===== config.mk =====
export PLATFORM = sky130hd
export DESIGN_NAME = sac_guard
export DESIGN_NICKNAME = d
export VERILOG_FILES = /design/src/inc/sac_pkg.sv /design/src/logic/sac_guard.sv
export VERILOG_INCLUDE_DIRS = /design/src /design/src/inc
export SDC_FILE = /design/constraint.sdc
export NUM_CORES = 1
export LEC_CHECK = 0
export BUFFER_PORTS_ARGS = -buffer_cell sky130_fd_sc_hd__buf_2
export CORE_MARGIN = 1.5
export CORE_UTILIZATION = 38
export DETAILED_ROUTE_END_ITERATION = 6
export PLACE_DENSITY = 0.56
export RECOVER_POWER = 50
export SLEW_MARGIN = 10
export SYNTH_ARGS = -nofsm -noshare
export SYNTH_HDL_FRONTEND = slang
export SYNTH_SLANG_ARGS = --single-unit

===== constraint.sdc =====
create_clock -name mclk -period 20.5 [get_ports mclk]
set_clock_uncertainty 0.05 [all_clocks]
set_input_delay 3.075 -clock mclk [delete_from_list [all_inputs] [get_ports mclk]]
set_output_delay 3.075 -clock mclk [all_outputs]
set_load 0.01 [all_outputs]

===== src/inc/sac_defs.svh =====
// Offsets, reset values and group indices of the register access guard.
`ifndef SAC_DEFS_SVH
`define SAC_DEFS_SVH
`define SAC_OFS_GRANT 8'h00
`define SAC_OFS_IRQCFG 8'h04
`define SAC_OFS_STAT 8'h08
`define SAC_OFS_BANK 8'h0C
`define SAC_OFS_KEY 8'h10
`define SAC_OFS_RNG 8'h14
`define SAC_OFS_MMU 8'h18
`define SAC_OFS_CLK 8'h1C
`define SAC_OFS_TAMP 8'h20
`define SAC_OFS_PERI 8'h40
`define SAC_OFS_PERI_END 8'h74
`define SAC_NGRP 14
`define SAC_GRP_RNG 4'h0
`define SAC_GRP_KEY 4'h1
`define SAC_RST_GRANT 14'h0000
`define SAC_RST_WORD 32'h00000000
`define SAC_RST_SEED 32'h5A5AC3E1
`define SAC_LFSR_TAPS 32'h80200003
`endif


===== src/inc/sac_pkg.sv =====
// Types shared by the register access guard.
package sac_pkg;
   typedef enum logic [1:0] {
      SAC_BOOT,
      SAC_TEST,
      SAC_FW,
      SAC_APP
   } sac_mode_type;
   typedef logic [13:0] sac_grant_type;
endpackage


===== src/logic/sac_guard.sv =====
// Register access guard and CPU privilege mode control.
`timescale 1ns/100ps
`include "sac_defs.svh"
// What this block does
// Each register access is allowed by register function and current CPU mode.
// Key register is write-only; every read is refused.
// Key writes are allowed only in modes the policy permits.
// Random output is read-only; reads allowed only in permitted modes.
// Forbidden or unimplemented register access raises an exception.
// A banked register has one copy for application mode, one for supervisor.
// Firmware mode reaches each of 14 groups only after application grants it.
// Rights of non-group registers are fixed in hardware.
// A firmware vector call switches to firmware mode.
// An exception sets the in-exception flag.
// A further exception while in-exception forces a reset.
// Interrupts run in application or firmware mode by a run-time option.
// Only application mode may change the interrupt mode option.
// The return instruction restores the mode active before the event.
// Application mode reaches all group and system management registers.
// Grants are 14 individual bits held for the access checker.
// Supervisor means boot, test or firmware mode.
// An exception is non-maskable and enters application mode.
// A refused access changes nothing and reads back zero.
// The return instruction clears the in-exception flag.
module sac_guard (
   // Clock and reset
   input wire logic mclk,
   input wire logic rstn,
   // APB register access from the CPU
   input wire logic psel,
   input wire logic penable,
   input wire logic pwrite,
   input wire logic [7:0] paddr,
   input wire logic [31:0] pwdata,
   output logic [31:0] prdata,
   output logic pready,
   output logic pslverr,
   // CPU control-flow events, one-cycle pulses, and the test_en strap level
   input wire logic boot_done,
   input wire logic test_en,
   input wire logic firmware_entry_vector,
   input wire logic exc_event,
   input wire logic irq_event,
   input wire logic return_from_handler_instr,
   // Mode and status
   output sac_pkg::sac_mode_type cpu_mode,
   output logic in_exc,
   output logic sfr_exc,
   output logic reset_req,
   // Configuration to the rest of the chip
   output logic [31:0] key_word,
   output logic [31:0] mmu_cfg,
   output logic [31:0] clk_cfg,
   output logic [31:0] tamper_cfg
);

   sac_pkg::sac_mode_type mode_q;
   sac_pkg::sac_mode_type prev_q;
   sac_pkg::sac_grant_type grant_q;
   logic irq_fw_q;
   logic in_exc_q;
   logic reset_req_q;
   logic sfr_exc_q;
   logic pready_q;
   logic pslverr_q;
   logic [31:0] prdata_q;
   logic [31:0] bank_app_q;
   logic [31:0] bank_sup_q;
   logic [31:0] key_q;
   logic [31:0] mmu_q;
   logic [31:0] clk_q;
   logic [31:0] tamp_q;
   logic [31:0] lfsr_q;
   logic [31:0] peri_q [`SAC_NGRP];
   logic acc;
   logic hit;
   logic ok;
   logic wen;
   logic is_app;
   logic [3:0] gidx;
   logic [31:0] rdat;

   // Firmware mode needs the group grant; every other mode passes.
   function automatic logic grp_ok(input sac_pkg::sac_mode_type m,
                                   input sac_pkg::sac_grant_type g,
                                   input logic [3:0] i);
      grp_ok = (m != sac_pkg::SAC_FW) || g[i];
   endfunction

   assign acc = psel && penable && !pready_q;
   assign is_app = (mode_q == sac_pkg::SAC_APP);
   assign gidx = 4'((paddr - `SAC_OFS_PERI) >> 2);
   assign wen = acc && pwrite && hit && ok;

   // Access decision per register function and mode.
   always_comb begin
      hit = 1'b1;
      ok = 1'b0;
      rdat = `SAC_RST_WORD;
      if (paddr[1:0] != 2'h0) begin
         hit = 1'b0;
      end else begin
         case (paddr)
            `SAC_OFS_GRANT: begin
               ok = !pwrite || is_app;
               rdat = {18'h00000, grant_q};
            end
            `SAC_OFS_IRQCFG: begin
               ok = !pwrite || is_app;
               rdat = {31'h00000000, irq_fw_q};
            end
            `SAC_OFS_STAT: begin
               ok = !pwrite;
               rdat = {26'h0000000, prev_q, in_exc_q, 1'b0, mode_q};
            end
            `SAC_OFS_BANK: begin
               ok = 1'b1;
               rdat = is_app ? bank_app_q : bank_sup_q;
            end
            `SAC_OFS_KEY: begin
               ok = pwrite && grp_ok(mode_q, grant_q, `SAC_GRP_KEY);
            end
            `SAC_OFS_RNG: begin
               ok = !pwrite && grp_ok(mode_q, grant_q, `SAC_GRP_RNG);
               rdat = lfsr_q;
            end
            `SAC_OFS_MMU, `SAC_OFS_CLK, `SAC_OFS_TAMP: begin
               // Fixed right: system management is closed to firmware mode.
               ok = (mode_q != sac_pkg::SAC_FW);
               rdat = (paddr == `SAC_OFS_MMU) ? mmu_q :
                      (paddr == `SAC_OFS_CLK) ? clk_q : tamp_q;
            end
            default: begin
               if (paddr >= `SAC_OFS_PERI && paddr <= `SAC_OFS_PERI_END) begin
                  ok = grp_ok(mode_q, grant_q, gidx);
                  rdat = peri_q[gidx];
               end else begin
                  hit = 1'b0;
               end
            end
         endcase
      end
   end

   // APB answer: one wait state, pready high for exactly one cycle.
   always_ff @(posedge mclk) begin
      if (!rstn) begin
         pready_q <= 1'b0;
         pslverr_q <= 1'b0;
         prdata_q <= `SAC_RST_WORD;
      end else begin
         pready_q <= acc;
         pslverr_q <= acc && !(hit && ok);
         // A refused read never puts register contents on the bus.
         prdata_q <= (acc && !pwrite && hit && ok) ? rdat : `SAC_RST_WORD;
      end
   end

   // Exception request toward the CPU for a refused access.
   always_ff @(posedge mclk) begin
      if (!rstn) begin
         sfr_exc_q <= 1'b0;
      end else begin
         sfr_exc_q <= acc && !(hit && ok);
      end
   end

   // Grant and interrupt option, application mode only.
   always_ff @(posedge mclk) begin
      if (!rstn) begin
         grant_q <= `SAC_RST_GRANT;
         irq_fw_q <= 1'b0;
      end else begin
         if (wen && paddr == `SAC_OFS_GRANT) begin
            grant_q <= pwdata[13:0];
         end
         if (wen && paddr == `SAC_OFS_IRQCFG) begin
            irq_fw_q <= pwdata[0];
         end
      end
   end

   // Data registers; refused writes never reach them.
   always_ff @(posedge mclk) begin
      if (!rstn) begin
         bank_app_q <= `SAC_RST_WORD;
         bank_sup_q <= `SAC_RST_WORD;
         key_q <= `SAC_RST_WORD;
         mmu_q <= `SAC_RST_WORD;
         clk_q <= `SAC_RST_WORD;
         tamp_q <= `SAC_RST_WORD;
         for (int i = 0; i < `SAC_NGRP; i++) begin
            peri_q[i] <= `SAC_RST_WORD;
         end
      end else if (wen) begin
         case (paddr)
            `SAC_OFS_BANK: begin
               if (is_app) begin
                  bank_app_q <= pwdata;
               end else begin
                  bank_sup_q <= pwdata;
               end
            end
            `SAC_OFS_KEY: key_q <= pwdata;
            `SAC_OFS_MMU: mmu_q <= pwdata;
            `SAC_OFS_CLK: clk_q <= pwdata;
            `SAC_OFS_TAMP: tamp_q <= pwdata;
            default: begin
               if (paddr >= `SAC_OFS_PERI && paddr <= `SAC_OFS_PERI_END) begin
                  peri_q[gidx] <= pwdata;
               end
            end
         endcase
      end
   end

   // Free-running random source; a plain LFSR stands in for the entropy core.
   always_ff @(posedge mclk) begin
      if (!rstn) begin
         lfsr_q <= `SAC_RST_SEED;
      end else begin
         lfsr_q <= {lfsr_q[30:0], ^(lfsr_q & `SAC_LFSR_TAPS)};
      end
   end

   // Mode control. Priority: exception, interrupt, vector call, return.
   // Only one level is saved: a nested exception resets the chip anyway.
   always_ff @(posedge mclk) begin
      if (!rstn) begin
         mode_q <= sac_pkg::SAC_BOOT;
         prev_q <= sac_pkg::SAC_BOOT;
         in_exc_q <= 1'b0;
         reset_req_q <= 1'b0;
      end else if (!reset_req_q) begin
         if (exc_event) begin
            if (in_exc_q) begin
               reset_req_q <= 1'b1;
            end else begin
               prev_q <= mode_q;
               mode_q <= sac_pkg::SAC_APP;
               in_exc_q <= 1'b1;
            end
         end else if (irq_event) begin
            prev_q <= mode_q;
            mode_q <= irq_fw_q ? sac_pkg::SAC_FW : sac_pkg::SAC_APP;
         end else if (firmware_entry_vector) begin
            prev_q <= mode_q;
            mode_q <= sac_pkg::SAC_FW;
         end else if (return_from_handler_instr) begin
            mode_q <= prev_q;
            in_exc_q <= 1'b0;
         end else if (boot_done && mode_q == sac_pkg::SAC_BOOT) begin
            // Boot mode is left here; a later return restores it while prev_q still holds SAC_BOOT.
            mode_q <= test_en ? sac_pkg::SAC_TEST : sac_pkg::SAC_FW;
         end
      end
   end

   assign prdata = prdata_q;
   assign pready = pready_q;
   assign pslverr = pslverr_q;
   assign cpu_mode = mode_q;
   assign in_exc = in_exc_q;
   assign sfr_exc = sfr_exc_q;
   assign reset_req = reset_req_q;
   assign key_word = key_q;
   assign mmu_cfg = mmu_q;
   assign clk_cfg = clk_q;
   assign tamper_cfg = tamp_q;
endmodule


==> run summary, run 1 <==
Cell Chain, Critical Path: clkbuf_1 > clkbuf_1 > clkbuf_1 > nand2_1 > o21ai_0
Required @ worst endpoint: 21.02 ns
# nets final: 2954
TritonCTS clock tree: yes
Synth Area per Inst: 12.44 µm²
Internal: 2693 µW
Setup TNS Final: 0 ns
Mapped Cells: 2765
Post-Place Setup Slack: 12.23 ns
P_sw: 820.1 µW
Longest Clk Path Bufs: 3
Share of layout cells above drive strength 1: 12.08%
Largest net degree at the start of global routing: 120
Initial DRT Pass Iterations: 6
DRT iter0 DRCs: 2420
Final antenna-violating net count: 0
CP Capture Type: flop
Area share of the largest cell type after synthesis: 44.68%
Yosys Warn Count: 0
Die area: 92360 µm²
Register area: 20960 µm²
Total track usage: 23.51%
Highest metal used: met5
Worst path max stage delay: 3.69 ns
Largest cells by area after synthesis: edfxtp_1, dfxtp_1, mux4_2
Failing checks: max-capacitance violations, max-slew violations
Chip height: 303.9 µm
Max cap viols: 16
Htree depth: 3
Rows: 110
Netlist cell types: 61
Hold Crit Class: flop to flop
Placed cells: 3991
Post-CTS sizing: 0
Post-synth top cells: edfxtp_1, nand2_1, dfxtp_1, and2_1, clkbuf_1
Final worst slack: 7.769 ns
DR WL met3: 9628 µm
DR vias: 23690
Most frequent cell after synthesis: edfxtp_1
Post-route DRC: 0
Met1 wire length: 46870 µm
Fin area: 39130 µm²
Status: finished with violations
IO Count: 218
Skew-Pair Late Insertion Delay: 0.66 ns
Worst-Margin Slew: 5.375 ns
Placed Area: 36760 µm²
Clock net sink count: 791
Pwr/cell area: 89.77 nW/µm²
#FFs+latches synth: 791
Synth area leader: edfxtp_1
Worst-path clk slew: 0.06 ns
Max-slew violations: 625
Multi-input gate area: 12770 µm²
DIE WIDTH: 303.9 µm
Setup bufs post-CTS: 0
First-pass GRT wire length: 159700 µm
Async SR Flop Fraction: 0%
Drt via density: 5.719
Fin cells: 4143
Most used DFF post-synth: edfxtp_1
Synthesized area: 34410 µm²
Gate power share: 6.8%
GP Congestion: 0.8584
Crit start category: primary input
Leakage: 0.01307 µW
Sw Share: 23.35%
Final wirelength: 110600 µm
Most used cell, CP: clkbuf_1
Post-CTS Hold Fix Bufs: 0
Antenna violations before repair: 4
Rel. slew slack: -258.3%
Tcrit/Tclk final: 62.10%
RSZ-0062 raised after global routing: false
DR WL/cell: 26.69 µm
Clk pwr share: 43.2%
Post-synth EDFFs: 512
Tmin final: 12.73 ns
Hold Fails Final Rpt: 0
Core region area: 89870 µm²
Sequential fraction of the synthesis area: 60.91%
Maximum VDD drop: 64.55 µV
Part of the power in registers: 50.0%
CP max FO: 107
HPWL after DPL: 67400 µm
Initial core utilization: 38.29%
CP arrival: 13.25 ns
Cts bufs inserted: 86
PortBufs: 217
Synth-to-Final Area Change: 13.72%
Worst path slowest cell: clkbuf_1
# setup viols final: 0
Metal2 WL: 50520 µm
Vias in the first global route: 23200
Fill cells: 8290
CP Class: primary input to flop
F_max: 0.07855 GHz
Clock Tree Root: clkbuf_16
GRT overflow: 0
Pwr Total: 3513 µW
-- power by group through the flow --
stage	combinational, µW	clock, µW	sequential [µW]
after floorplan	142	0	1780
after global placement	236	0	1790
after detailed placement	238	0	1790
after CTS	239	1540	1760
after global routing	250	1600	1760
final	238	1520	1760
-- cell usage in the layout, fill, tap and decap left out, drive strengths merged, types with 3 or more instances in the layout --
| cell type | count |
|---|---|
| a21boi | 68 |
| a21oi | 60 |
| a222oi | 3 |
| a22oi | 101 |
| a31oi | 9 |
| and2 | 275 |
| buf | 55 |
| bufinv | 5 |
| clkbuf | 331 |
| clkinv | 17 |
| conb | 64 |
| dfxtp | 279 |
| diode | 4 |
| edfxtp | 512 |
| inv | 11 |
| mux2 | 7 |
| mux2i | 104 |
| mux4 | 131 |
| nand2 | 345 |
| nand2b | 31 |
| nand3 | 89 |
| nand3b | 7 |
| nand4b | 3 |
| nor2 | 36 |
| nor2b | 38 |
| nor3 | 5 |
| nor4 | 201 |
| o2111ai | 4 |
| o21ai | 101 |
| o22ai | 16 |
| o2bb2ai | 15 |
| o31ai | 4 |
| o41ai | 5 |
| or2 | 3 |
| or3 | 5 |
-- sequential cells by signal, summed over array words and instances (netlist names) --
name        count
sfr_exc         1
prdata         32
clk_cfg        32
peri_q        512
bank_app_q     32
bank_sup_q     32
irq_fw_q        1
mmu_cfg        32
cpu_mode        2
tamper_cfg     32
grant_q        14
pready          1
reset_req       1
prev_q          2
lfsr_q         32
in_exc          1
key_word       32
-- layout make-up --
type,count,share of cell area (%)
inverter,5,0.04796
sequential,791,53.56
timing repair buffer,266,3.044
antenna,4,0.02558
clock buffer,120,6.168
clock inverter,28,0.7578
multi-input combinational,1753,32.63
tap,1176,3.760
-- through the flow --
stage	hold WS (ns)	utilization, %
detailed placement	0.3716	40.90
global placement	0.3729	40.90
global route	0.4031	43.53
floorplan	0.3613	-
CTS	0.3869	43.91
finish	0.3871	43.54
-- worst max-delay path, delay by kind of cell --
| family | cells | cell delay, ns |
|---|---|---|
| compound gates | 1 | 0.33 |
| simple gates | 1 | 0.60 |
| buf+inv | 3 | 9.10 |
-- metal layers --
metal | global-route usage, % | vias up
met2 | 36.23 | 1075
li1 | - | 10540
met1 | 32.72 | 11910
met3 | 4.931 | 162
met5 | 0 | -
met4 | 8.625 | 4
-- cell families (layout without fill, tap and decap cells) --
family | count (synthesis) | after routing | share of synthesized area (%)
flops | 791 | 791 | 60.91
simple gates | 1045 | 1045 | 16.24
mux | 242 | 242 | 11.83
compound gates | 399 | 399 | 7.632
other cells | 1 | 68 | 0.01090
buf+inv | 284 | 419 | 3.294
xor+xnor | 3 | 3 | 0.07637
-- final timing paths --
check / end / cells after the start / startpoint / slack [ns]
hold reg to reg: lfsr_q[5]$_SDFF_PN1_ / 1 / lfsr_q[4]$_SDFF_PN0_ / 0.39
setup / recovery: grant_q[0]$_SDFFE_PN0P_ / 5 / rstn / 7.77
hold / removal: lfsr_q[5]$_SDFF_PN1_ / 1 / lfsr_q[4]$_SDFF_PN0_ / 0.39
setup reg to reg: peri_q[0][18]$_SDFFCE_PN0P_ / 7 / pready$_SDFF_PN0_ / 13.64
Power figures use the tool's default switching activity.
==> run 2, diff against run 1 <==
==> constraint.sdc (replaced) <==
create_clock -name mclk -period 11.99 [get_ports mclk]
set_clock_uncertainty 0.05 [all_clocks]
set_input_delay 1.7985 -clock mclk [delete_from_list [all_inputs] [get_ports mclk]]
set_output_delay 1.7985 -clock mclk [all_outputs]
set_load 0.01 [all_outputs]
==> run summary, run 2 (synthesized netlist as in run 1, its figures left out) <==
DRT iter0 DRCs: 2786 (+15%)
Setup TNS Final: 0 ns (unchanged)
Placed Area: 36760 µm² (about the same)
Core region area: 89870 µm² (unchanged)
Top reg by flops: peri_q
Largest net degree at the start of global routing: 219 (+83%)
CP arrival: 8.25 ns (-5.00 ns)
P_sw: 1443 µW (+76%)
GRT overflow: 0 (unchanged)
Total track usage: 23.85% (+0.34 points)
Tcrit/Tclk final: 67.04%
PortBufs: 217 (unchanged)
Die area: 92360 µm² (unchanged)
Tmin final: 8.038 ns
Cell Chain, Critical Path: clkbuf_1 > nand3_4 > nor4_1 > clkbuf_1 > nand2b_2
Chip height: 303.9 µm (unchanged)
Final wirelength: 111900 µm (+1.2%)
RSZ-0062 raised after global routing: false
Worst path slowest cell: clkbuf_1
Placed cells: 3990 (-0.025%)
Initial DRT Pass Iterations: 5 (-1)
DR vias: 23990 (+1.2%)
Fin cells: 4147 (+0.097%)
Gate power share: 6.6% (-0.2 points)
Max-slew violations: 521 (-17%)
CP Capture Type: flop
Longest Clk Path Bufs: 3 (unchanged)
Share of layout cells above drive strength 1: 11.89% (-0.20 points)
DR WL/cell: 26.98 µm (+1.1%)
Clock net sink count: 791 (unchanged)
Worst-Margin Slew: 3.351 ns (-2.024 ns)
Worst-path clk slew: 0.05 ns (about the same)
Internal: 4685 µW (+74%)
Rel. slew slack: -123.4% (+130 points)
HPWL after DPL: 67700 µm (+0.45%)
TritonCTS clock tree: yes
# nets final: 2954 (unchanged)
Post-route DRC: 0 (unchanged)
Setup bufs post-CTS: 0 (unchanged)
IO Count: 218 (unchanged)
Final antenna-violating net count: 0 (unchanged)
DIE WIDTH: 303.9 µm (unchanged)
Clk pwr share: 44.4% (+1.2 points)
Required @ worst endpoint: 12.20 ns (-8.82 ns)
Max cap viols: 17 (+1)
Drt via density: 5.785 (+1.1%)
CP Class: primary input to flop
Pwr/cell area: 156.2 nW/µm² (+74%)
CP max FO: 76 (-29%)
Vias in the first global route: 23550 (+1.5%)
Part of the power in registers: 49.0% (-1.0 points)
Final core utilization: 43.64% (+0.10 points)
Crit path buf inv count: 2 (-1)
Initial core utilization: 38.29% (unchanged)
Most frequent cells in the layout: edfxtp_1, nand2_1, dfxtp_1, clkbuf_1, nor4_1
Leakage: 0.01307 µW (about the same)
Rows: 110 (unchanged)
Hold Fails Final Rpt: 0 (unchanged)
Max reg flops: 512 (unchanged)
Post-CTS Hold Fix Bufs: 0 (unchanged)
Cts bufs inserted: 87 (+1.2%)
GP Congestion: 0.8905 (+3.7%)
Post-CTS sizing: 0 (unchanged)
Synth-to-Final Area Change: 13.99%
CP delay by family, top: buffers and inverters
First-pass GRT wire length: 162300 µm (+1.6%)
Failing checks: max-capacitance violations, max-slew violations
Antenna violations before repair: 6 (+2)
Most used cell, CP: clkbuf_1
Crit start category: primary input
Clock Tree Root: clkbuf_16
F_max: 0.1244 GHz
Htree depth: 3 (unchanged)
Commonest non-fill, non-tap cell in the layout: edfxtp_1
Fin area: 39220 µm² (+0.23%)
# setup viols final: 0 (unchanged)
Hold Crit Class: flop to flop
Pwr Total: 6128 µW (+74%)
Skew-Pair Late Insertion Delay: 0.66 ns (about the same)
Status: finished with violations
Sw Share: 23.55% (+0.20 points)
Worst path max stage delay: 2.32 ns (-1.37 ns)
Maximum VDD drop: 103.2 µV (+60%)
-- run 2: changes by cell type in the layout (fill, tap and decap cells not counted), sizes merged --
| cell | change |
|---|---|
| buf | -2 |
| clkinvlp | +3 |
| bufinv | +3 |
| clkinv | +5 |
| inv | -2 |
| diode | -3 |
-- run 2: layer usage --
| layer | track usage (%) | wire [µm] | share of wire (%) |
|---|---|---|---|
| met5 | 0 | 12 | 0.011 |
| met4 | 8.531 | 3808 | 3.4 |
| met3 | 4.248 | 9053 | 8.1 |
| met2 | 36.80 | 50680 | 45 |
| met1 | 33.74 | 48320 | 43 |
-- run 2: cell type report --
cell class	instances	area, µm²
inverters	5	18.77
clock buffers	119	2430
fillers	8337	50650
clock inverters	37	442.9
well taps	1176	1471
multi-input cells	1753	12700
diodes	1	2.502
flip-flops and latches	791	20960
repair buffers	265	1192
-- run 2: metrics by stage --
step	hold slack [ns]	setup slack [ns]
after detailed placement	0.3741	5.024
after global placement	0.3731	5.113
final	0.3855	3.952
after global routing	0.4030	3.437
after floorplan	0.3613	4.673
after CTS	0.3871	5.700
-- run 2: worst paths after layout --
path	depth (start not counted)	end	from	slack [ns]
setup / recovery	5	peri_q[0][26]$_SDFFCE_PN0P_	rstn	3.95
hold / removal	1	lfsr_q[6]$_SDFF_PN1_	lfsr_q[5]$_SDFF_PN1_	0.39
setup reg to reg	6	peri_q[0][26]$_SDFFCE_PN0P_	pready$_SDFF_PN0_	6.68
hold reg to reg	1	lfsr_q[6]$_SDFF_PN1_	lfsr_q[5]$_SDFF_PN1_	0.39
-- run 2: power groups by stage --
| stage | Combinational (µW) | Clock, µW | Sequential [µW] |
|---|---|---|---|
| after floorplan | 242 | 0 | 3050 |
| after global placement | 405 | 0 | 3060 |
| after detailed placement | 410 | 0 | 3060 |
| after CTS | 411 | 2750 | 3000 |
| after global routing | 427 | 2870 | 3010 |
| final | 406 | 2720 | 3000 |
-- run 2: worst reg2reg max path, delay by kind of cell (launching register included) --
kind	cells	cell delay, ns
flops	1	0.33
simple gates	5	3.33
buf+inv	1	1.18
